$ cat src/core/ebsc_consts.svh
// offsets, field positions and timing counts for the endpoint buffer controller
`ifndef EBSC_CONSTS_SVH
`define EBSC_CONSTS_SVH

// ==========================================
// device register offsets
`define EBSC_OFS_DATA_PORT 8'h20
`define EBSC_OFS_BUF_CMD 8'h28
`define EBSC_OFS_TARGET_SEL 8'h2c

// ==========================================
// target select fields
`define EBSC_SEL_DIR_BIT 0
`define EBSC_SEL_EP_LSB 1
`define EBSC_SEL_SETUP_BIT 5
`define EBSC_SEL_RESET 8'h20

// ==========================================
// buffer command fields
`define EBSC_CMD_STALL_BIT 0
`define EBSC_CMD_STATUS_BIT 1
`define EBSC_CMD_PERMIT_BIT 2
`define EBSC_CMD_COMMIT_BIT 3
`define EBSC_CMD_FLUSH_BIT 4
`define EBSC_CMD_USED_MASK 8'h1f

// ==========================================
// timing
`define EBSC_CLK_NS 40
`define EBSC_RD_GAP_NS 190
`define EBSC_WR_GAP_NS 100
`define EBSC_RD_GAP_CYC ((`EBSC_RD_GAP_NS + `EBSC_CLK_NS - 1) / `EBSC_CLK_NS)
`define EBSC_WR_GAP_CYC ((`EBSC_WR_GAP_NS + `EBSC_CLK_NS - 1) / `EBSC_CLK_NS)

`endif

$ cat src/core/ebsc_pkg.sv
// types shared by the endpoint buffer controller
package ebsc_pkg;

    typedef enum logic [3:0] {
        EBSC_OP_SELECT,
        EBSC_OP_FLUSH,
        EBSC_OP_COMMIT,
        EBSC_OP_PERMIT,
        EBSC_OP_STATUS,
        EBSC_OP_STALL,
        EBSC_OP_RD_DATA,
        EBSC_OP_WR_DATA,
        EBSC_OP_RD_CMD
    } ebsc_op_t;

    typedef enum logic [1:0] {
        EBSC_BUF_SETUP,
        EBSC_BUF_CTRL,
        EBSC_BUF_DATA
    } ebsc_buf_t;

endpackage

$ cat src/core/ebsc_gap_if.sv
// carrier between the sequencer and its gap timer
`timescale 1ns/1ns
`default_nettype none

interface ebsc_gap_if;
    logic start;
    logic [7:0] count;
    logic done;

    modport ctl (output start, output count, input done);
    modport tmr (input start, input count, output done);
endinterface

`default_nettype wire

$ cat src/core/ebsc_ctrl.sv
// endpoint buffer controller: drives the device's select and command registers
// Function
// - clear setup select for other buffers
// - fixed encoding of setup, control, data buffers
// - select never equals the DMA endpoint
// - wait 190 ns before reading data port
// - wait 100 ns before writing data port
// - write select before touching command register
// - flush twice for double buffered endpoint
// - OUT data stage only after permit (not enforced here: data port reads go out with no check for a prior permit)
// - permit before filling control IN FIFO (not enforced here: data port writes go out with no check for a prior permit)
// - status acknowledge allowed without data stage
`include "ebsc_consts.svh"
`timescale 1ns/1ns
`default_nettype none

module ebsc_ctrl #(
    parameter int STROBE_CYC = 2,
    parameter int EP_COUNT = 16
) (
    input wire logic i_clock,
    input wire logic i_nrst,
    // user side
    input wire logic i_cmd_valid,
    input wire ebsc_pkg::ebsc_op_t i_cmd_op,
    input wire ebsc_pkg::ebsc_buf_t i_cmd_buf,
    input wire logic [3:0] i_cmd_ep,
    input wire logic i_cmd_dir,
    input wire logic i_cmd_double,
    input wire logic [15:0] i_cmd_data,
    input wire logic [3:0] i_dma_ep,
    output logic o_cmd_ready,
    output logic o_rsp_valid,
    output logic o_rsp_err,
    output logic [15:0] o_rsp_data,
    // device side
    output logic [7:0] o_dev_addr,
    output logic o_dev_cs_n,
    output logic o_dev_rd_n,
    output logic o_dev_wr_n,
    input wire logic [15:0] i_dev_data,
    output logic [15:0] o_dev_data,
    output logic o_dev_data_oe_n
);
    import ebsc_pkg::*;

    // ==========================================
    // elaboration checks
    generate
        if (STROBE_CYC < 1 || STROBE_CYC > 250) begin : g_bad_strobe
            $error("STROBE_CYC must be 1 to 250");
        end
        if (EP_COUNT < 1 || EP_COUNT > 16) begin : g_bad_ep
            $error("EP_COUNT must be 1 to 16");
        end
    endgenerate

    localparam logic [7:0] LAST_PH = 8'(STROBE_CYC + 1);

    typedef enum logic [2:0] {ST_IDLE, ST_SEL, ST_GAP, ST_OP, ST_RSP} ebsc_state_t;

    ebsc_state_t state;
    logic [7:0] ph;
    logic again;
    ebsc_op_t op;
    logic [7:0] sel_val;
    logic [15:0] wdata;
    logic [15:0] rdata;
    logic err;

    ebsc_gap_if gap ();

    ebsc_gap_timer u_gap (
        .i_clock(i_clock),
        .i_nrst(i_nrst),
        .gap(gap)
    );

    // ==========================================
    // helpers
    function automatic logic [7:0] sel_encode(input ebsc_buf_t b, input logic [3:0] ep,
                                              input logic dir);
        logic [7:0] v;
        v = 8'h00;
        unique case (b)
            EBSC_BUF_SETUP: v[`EBSC_SEL_SETUP_BIT] = 1'b1;
            EBSC_BUF_CTRL: v[`EBSC_SEL_DIR_BIT] = dir;
            EBSC_BUF_DATA: begin
                // setup select stays 0 for every other buffer
                v[`EBSC_SEL_EP_LSB +: 4] = ep;
                v[`EBSC_SEL_DIR_BIT] = dir;
            end
        endcase
        return v;
    endfunction

    function automatic logic [7:0] cmd_encode(input ebsc_op_t o, input logic stall);
        logic [7:0] v;
        v = 8'h00;
        unique case (o)
            EBSC_OP_FLUSH: v[`EBSC_CMD_FLUSH_BIT] = 1'b1;
            EBSC_OP_COMMIT: v[`EBSC_CMD_COMMIT_BIT] = 1'b1;
            EBSC_OP_PERMIT: v[`EBSC_CMD_PERMIT_BIT] = 1'b1;
            EBSC_OP_STATUS: v[`EBSC_CMD_STATUS_BIT] = 1'b1;
            EBSC_OP_STALL: v[`EBSC_CMD_STALL_BIT] = stall;
            default: v = 8'h00;
        endcase
        return v;
    endfunction

    function automatic logic [3:0] sel_ep(input ebsc_buf_t b, input logic [3:0] ep);
        return (b == EBSC_BUF_DATA) ? ep : 4'h0;
    endfunction

    // ==========================================
    // sequencer
    always_ff @(posedge i_clock) begin
        if (!i_nrst) begin
            state <= ST_IDLE;
            ph <= 8'h00;
            again <= 1'b0;
            op <= EBSC_OP_SELECT;
            sel_val <= `EBSC_SEL_RESET;
            wdata <= 16'h0000;
            err <= 1'b0;
        end else begin
            unique case (state)
                ST_IDLE: begin
                    if (i_cmd_valid) begin
                        op <= i_cmd_op;
                        sel_val <= sel_encode(i_cmd_buf, i_cmd_ep, i_cmd_dir);
                        ph <= 8'h00;
                        // a double-buffered flush is issued twice
                        again <= (i_cmd_op == EBSC_OP_FLUSH) && i_cmd_double;
                        if (i_cmd_op == EBSC_OP_WR_DATA) begin
                            wdata <= i_cmd_data;
                        end else begin
                            wdata <= {8'h00, cmd_encode(i_cmd_op, i_cmd_data[0])};
                        end
                        // refuse a select that would alias the DMA endpoint
                        if (sel_ep(i_cmd_buf, i_cmd_ep) == i_dma_ep
                                || 32'(sel_ep(i_cmd_buf, i_cmd_ep)) >= EP_COUNT) begin
                            err <= 1'b1;
                            state <= ST_RSP;
                        end else begin
                            err <= 1'b0;
                            state <= ST_SEL; // select always precedes the access
                        end
                    end
                end
                ST_SEL: begin
                    if (ph == LAST_PH) begin
                        ph <= 8'h00;
                        state <= (op == EBSC_OP_SELECT) ? ST_RSP : ST_GAP;
                    end else begin
                        ph <= ph + 8'h01;
                    end
                end
                ST_GAP: begin
                    if (gap.done) begin
                        state <= ST_OP;
                    end
                end
                ST_OP: begin
                    if (ph == LAST_PH) begin
                        ph <= 8'h00;
                        if (again) begin
                            again <= 1'b0;
                        end else begin
                            state <= ST_RSP;
                        end
                    end else begin
                        ph <= ph + 8'h01;
                    end
                end
                ST_RSP: begin
                    state <= ST_IDLE;
                end
            endcase
        end
    end

    // ==========================================
    // gap timer start, on the cycle the select strobe ends
    always_ff @(posedge i_clock) begin
        if (!i_nrst) begin
            gap.start <= 1'b0;
            gap.count <= 8'h00;
        end else begin
            gap.start <= (state == ST_SEL) && (ph == LAST_PH) && (op != EBSC_OP_SELECT);
            if (op == EBSC_OP_RD_DATA || op == EBSC_OP_RD_CMD) begin
                gap.count <= 8'(`EBSC_RD_GAP_CYC);
            end else begin
                gap.count <= 8'(`EBSC_WR_GAP_CYC);
            end
        end
    end

    // ==========================================
    // device pins
    // strobes trail state by one cycle; ph 0 is address setup, last ph is recovery
    always_ff @(posedge i_clock) begin
        if (!i_nrst) begin
            o_dev_addr <= 8'h00;
            o_dev_cs_n <= 1'b1;
            o_dev_rd_n <= 1'b1;
            o_dev_wr_n <= 1'b1;
            o_dev_data <= 16'h0000;
            o_dev_data_oe_n <= 1'b1;
        end else begin
            if (state == ST_SEL) begin
                o_dev_addr <= `EBSC_OFS_TARGET_SEL;
                o_dev_data <= {8'h00, sel_val};
            end else if (state == ST_OP) begin
                o_dev_addr <= (op == EBSC_OP_RD_DATA || op == EBSC_OP_WR_DATA) ?
                              `EBSC_OFS_DATA_PORT : `EBSC_OFS_BUF_CMD;
                o_dev_data <= wdata;
            end
            o_dev_cs_n <= !((state == ST_SEL || state == ST_OP) && ph != LAST_PH);
            o_dev_wr_n <= !((state == ST_SEL
                             || (state == ST_OP && op != EBSC_OP_RD_DATA && op != EBSC_OP_RD_CMD))
                            && ph != 8'h00 && ph != LAST_PH);
            o_dev_rd_n <= !(state == ST_OP && (op == EBSC_OP_RD_DATA || op == EBSC_OP_RD_CMD)
                            && ph != 8'h00 && ph != LAST_PH);
            o_dev_data_oe_n <= !((state == ST_SEL
                                  || (state == ST_OP && op != EBSC_OP_RD_DATA
                                      && op != EBSC_OP_RD_CMD))
                                 && ph != LAST_PH);
        end
    end

    // ==========================================
    // read capture and response
    always_ff @(posedge i_clock) begin
        if (!i_nrst) begin
            rdata <= 16'h0000;
        end else if (state == ST_OP && ph == LAST_PH && op == EBSC_OP_RD_CMD) begin
            // permit bit is write only; never trust what the pins show for it
            rdata <= {8'h00, i_dev_data[7:0] & `EBSC_CMD_USED_MASK
                      & ~(8'h01 << `EBSC_CMD_PERMIT_BIT)};
        end else if (state == ST_OP && ph == LAST_PH && op == EBSC_OP_RD_DATA) begin
            // each read advances the device's own pointer; a full read empties it
            rdata <= i_dev_data;
        end
    end

    always_ff @(posedge i_clock) begin
        if (!i_nrst) begin
            o_cmd_ready <= 1'b0;
            o_rsp_valid <= 1'b0;
            o_rsp_err <= 1'b0;
            o_rsp_data <= 16'h0000;
        end else begin
            o_cmd_ready <= (state == ST_IDLE) && !i_cmd_valid;
            o_rsp_valid <= (state == ST_RSP);
            if (state == ST_RSP) begin
                o_rsp_err <= err;
                o_rsp_data <= err ? 16'h0000 : rdata;
            end
        end
    end
endmodule

`default_nettype wire

$ cat src/core/ebsc_gap_timer.sv
// gap timer: counts the settle time after a target select write
`timescale 1ns/1ns
`default_nettype none

module ebsc_gap_timer (
    input wire logic i_clock,
    input wire logic i_nrst,
    ebsc_gap_if.tmr gap
);
    logic [7:0] remain;
    logic running;

    // ==========================================
    // countdown
    always_ff @(posedge i_clock) begin
        if (!i_nrst) begin
            remain <= 8'h00;
            running <= 1'b0;
            gap.done <= 1'b0;
        end else if (gap.start) begin
            remain <= gap.count;
            running <= 1'b1;
            gap.done <= 1'b0;
        end else if (running) begin
            // done one cycle after the count runs out, so the gap is never short
            if (remain <= 8'h01) begin
                running <= 1'b0;
                gap.done <= 1'b1;
            end else begin
                remain <= remain - 8'h01;
                gap.done <= 1'b0;
            end
        end else begin
            gap.done <= 1'b0;
        end
    end
endmodule

`default_nettype wire

$ cat config.mk
export PLATFORM = sky130hd
export DESIGN_NAME = ebsc_ctrl
export DESIGN_NICKNAME = d
export VERILOG_FILES = /design/src/core/ebsc_pkg.sv /design/src/core/ebsc_gap_if.sv /design/src/core/ebsc_ctrl.sv /design/src/core/ebsc_gap_timer.sv
export VERILOG_INCLUDE_DIRS = /design/src /design/src/core
export SDC_FILE = /design/constraint.sdc
export NUM_CORES = 1
export LEC_CHECK = 0
export BUFFER_PORTS_ARGS = -buffer_cell sky130_fd_sc_hd__buf_2
export CORE_MARGIN = 8
export CORE_UTILIZATION = 45
export DETAILED_ROUTE_END_ITERATION = 12
export GPL_TIMING_DRIVEN = 0
export PLACE_DENSITY = 0.68
export SKIP_CTS_REPAIR_TIMING = 1
export SLEW_MARGIN = 0
export SYNTH_ARGS = -nofsm -noshare
export SYNTH_HDL_FRONTEND = slang
export SYNTH_SLANG_ARGS = --single-unit
$ cat constraint.sdc
create_clock -name i_clock -period 2.15 [get_ports i_clock]
set_input_delay 0 -clock i_clock [delete_from_list [all_inputs] [get_ports i_clock]]
set_output_delay 0 -clock i_clock [all_outputs]
set_load 0.05 [all_outputs]
==> flow_metrics.py <==
metrics = {
    "run_status": {
        "status": "finished, final reports clean",
    },
    "worst_setup_path": {
        "critPathBufInv": 3,
        "crit_required_ns": 2.40,
        "cp_top_family": "buffers and inverters",
        "cp_max_fo": 10,
        "cp.arrival_ns": 2.30,
        "max_stage_delay_ns": 0.53,
        "critPathCaptureType": "flop",
        "r2r_start": "state[1]",
        "crit_type": "reg2reg",
        "cp_cell_sequence": "buf_2, or4b_1, clkbuf_1, clkbuf_1, o211ai_1, nor2_1",
        "worst_path_most_repeated_cell": "clkbuf_1",
        "crit_start": "state[1]",
        "crit_slowest_cell": "or4b_1",
        "cp-start-kind": "flop",
    },
    "hold_path": {
        "hp-class": "in2reg",
        "hold_start": "i_cmd_op[2]",
    },
    "yosys": {
        "synth_compound_area_frac": 0.1597,
        "syn_area_per_cell_um2": 8.534,
        "synth_xor_area_frac": 0.02281,
        "synth_mux_area_frac": 0.02607,
        "synth.distinct_cells": 59,
        "yosysSeqAreaShare": 0.4822,
        "post_synth_fa_ha_maj_area_fraction": 0.01629,
        "synth_top_family_by_area": "simple AND/OR/NAND/NOR gates",
        "synth_enable_flop_cells": 0,
        "synthArstFlopShare": 0,
        "yosys.area_share.simple": 0.2387,
        "synth-main-ff-cell": "dfxtp_1",
        "ys_seq_elements": 111,
        "ys_warn_count": 0,
        "synth_cells": 540,
        "netlist_area_um2": 4608,
    },
    "global_route": {
        "grt_pass1_wl_um": 19240,
        "track_usage": 0.1799,
        "grt-ovfl-total": 0,
        "antenna_found_initial": 0,
        "grt_pass1_vias": 4082,
        "grt_max_degree": 20,
    },
    "cts": {
        "clk_latency_ns": 0.38,
        "h-tree-depth": 3,
        "cts_tree": "yes",
        "numCtsBuffers": 9,
        "root_buffer": "clkbuf_8",
        "cts.path.max_buffers": 2,
        "cts.reportedPaths.clkPinSlew_ns": 0.11,
        "cts.sinks": 111,
    },
    "detailed_routing": {
        "drt_pass1_iterations": 5,
        "drtIter0Drc": 315,
        "routed_wl_um": 12600,
        "vias": 4317,
        "viasPerCell": 5.226,
        "drc": 0,
        "routedWlPerCell_um": 15.26,
        "ant_nets": 0,
    },
    "floorplanning": {
        "die_w_um": 117.2,
        "num_rows": 37,
        "core_um2": 10140,
        "die_y_um": 117.2,
        "initial_core_util": 0.4545,
        "io_pins": 98,
        "die_area_um2": 13730,
    },
    "place": {
        "gp_congestion": 0.8560,
        "dpl.hpwl_um": 8822,
        "port_buffers": 91,
    },
    "layout": {
        "fillers": 922,
        "drive_gt1_frac": 0.1957,
        "layout.nets": 742,
        "syn_to_final_growth_pct": 28.07,
        "antenna_cells": 0,
    },
    "pwr": {
        "p_leak_uw": 0.002312,
        "power_uw": 4182,
        "p_per_area_nw_per_um2": 708.6,
        "irDropWorstVdd_v": 0.0003890,
    },
    "timing": {
        "finalMaxSlewViolations": 0,
        "timing.final.setup_violations": 0,
        "skew_ns": 0.01335,
        "post-route-period-util": 0.9515,
        "rsz0062_at_grt": "no",
        "max_freq_mhz": 488.8,
        "worstMarginPinSlew_ns": 0.7123,
        "slew-limit-headroom": 0.5251,
        "hold_violations": 0,
        "period_minus_slack_ns": 2.046,
        "setup_tns_ns": 0,
    },
    "run": {
        "max-cap-violations": 0,
    },
}
stage by stage:
step / utilization / area (µm²) / setup WS, ns / hold WS, ns / std cells
finish: 0.5821 / 5902 / 0.1042 / 0.0005185 / 826
global route: 0.5821 / 5902 / 0.002763 / 0.04784 / 826
CTS: 0.5414 / 5489 / -0.07097 / -0.2697 / 787
detailed placement: 0.5177 / 5249 / -0.02799 / 0.1301 / 771
global placement: 0.5177 / 5249 / 0.03447 / 0.1299 / 771
floorplan: - / 4623 / 0.3904 / 0.02772 / 544
worst register-to-register path, cell delays in order, from the launching register on:
cell	delay (ns)
dfxtp_1	0.31
buf_2	0.16
or4b_1	0.53
clkbuf_1	0.20
clkbuf_1	0.30
o211ai_1	0.33
nor2_1	0.10
routing by layer:
metal	part of all wire	track usage	up-vias
li1	-	-	2149
met1	0.45	0.2231	2023
met2	0.48	0.2906	122
met3	0.048	0.03951	23
met4	0.020	0.08618	0
met5	0	0	-
sequential cells by signal, summed over array words and instances, names as in the netlist, 3 cells and up:
register	count
o_dev_data	16
o_rsp_data	16
rdata	16
wdata	16
ph	8
u_gap.remain	8
sel_val	6
op	4
gap.count	3
o_dev_addr	3
state	3
final timing paths:
| check | slack [ns] | to | cells after the start |
|---|---|---|---|
| worst min register to register | 0.46 | rdata[5] | 2 |
| worst max register to register | 0.10 | ph[7] | 6 |
| worst min-delay path | 0.0005 | op[2] | 3 |
| worst max-delay path | 0.10 | ph[7] | 6 |
power breakdown:
part,switching (µW),internal [µW],leakage (µW),total [µW]
registers,28.4,2110,0.000899,2140
clock network,728,706,0.000120,1430
logic,406,207,0.00129,613
total,1160,3020,0.00231,4180
kinds of logic (layout without fill, tap and decap cells):
group	Yosys count	count (layout)
AOI/OAI and AO/OA	121	121
xor gates and xnor gates	12	12
adders and majority gates	6	6
buffers and inverters	55	201
DFF	111	111
muxes	12	12
other	1	5
and+or+nand+nor	222	222
cell usage after synthesis, drive strengths merged (2+ instances only):
| cell | n | area (µm²) |
|---|---|---|
| nor3b | 17 | 132.6 |
| inv | 12 | 45.04 |
| xnor2 | 5 | 43.79 |
| and3 | 2 | 12.51 |
| nand4 | 4 | 25.02 |
| buf | 17 | 102.6 |
| a21oi | 63 | 319.1 |
| clkbuf | 26 | 98.84 |
| or3 | 2 | 12.51 |
| dfxtp | 111 | 2222 |
| o211ai | 3 | 22.52 |
| nor2 | 69 | 259.0 |
| ha | 6 | 75.07 |
| and2 | 2 | 13.77 |
| mux2i | 12 | 120.1 |
| nand4b | 3 | 26.28 |
| o22ai | 2 | 12.51 |
| a22oi | 13 | 97.59 |
| nor4 | 8 | 86.33 |
| nand2 | 68 | 255.2 |
| or4 | 2 | 18.77 |
| nor2b | 4 | 25.02 |
| a311oi | 2 | 17.52 |
| nand3 | 28 | 145.1 |
| nor3 | 5 | 25.02 |
| o31ai | 3 | 22.52 |
| o21ai | 13 | 65.06 |
| nand3b | 3 | 22.52 |
| a211oi | 7 | 52.55 |
| o2111ai | 2 | 17.52 |
| xor2 | 7 | 61.31 |
| a21o | 3 | 22.52 |
cell type report:
type,instances,area [µm²],area share
flip-flops and latches,111,2222,0.3765
multi-input cells,378,2171,0.3678
repair buffers,131,855.8,0.1450
plain buffers,42,197.7,0.03350
well taps,136,170.2,0.02883
clock buffers,10,137.6,0.02332
clock inverters,6,102.6,0.01738
inverters,12,45.04,0.007632
cells in the final DEF (no fill, tap or decap), drive strengths merged, types with 3 or more instances in the layout:
| cell type | synthesis | layout |
|---|---|---|
| dfxtp | 111 | 111 |
| buf | 17 | 109 |
| nor2 | 69 | 69 |
| nand2 | 68 | 68 |
| a21oi | 63 | 63 |
| dlygate4sd3 | 0 | 40 |
| clkbuf | 26 | 34 |
| nand3 | 28 | 28 |
| nor3b | 17 | 17 |
| a22oi | 13 | 13 |
| o21ai | 13 | 13 |
| inv | 12 | 13 |
| mux2i | 12 | 12 |
| nor4 | 8 | 8 |
| xor2 | 7 | 7 |
| a211oi | 7 | 7 |
| ha | 6 | 6 |
| xnor2 | 5 | 5 |
| nor3 | 5 | 5 |
| conb | 1 | 5 |
| nor2b | 4 | 4 |
| nand4 | 4 | 4 |
| o211ai | 3 | 3 |
| nand3b | 3 | 3 |
| nand4b | 3 | 3 |
| a21o | 3 | 3 |
| o31ai | 3 | 3 |
| clkinv | 0 | 3 |
Note: power is estimated with default switching activity, not from simulation.
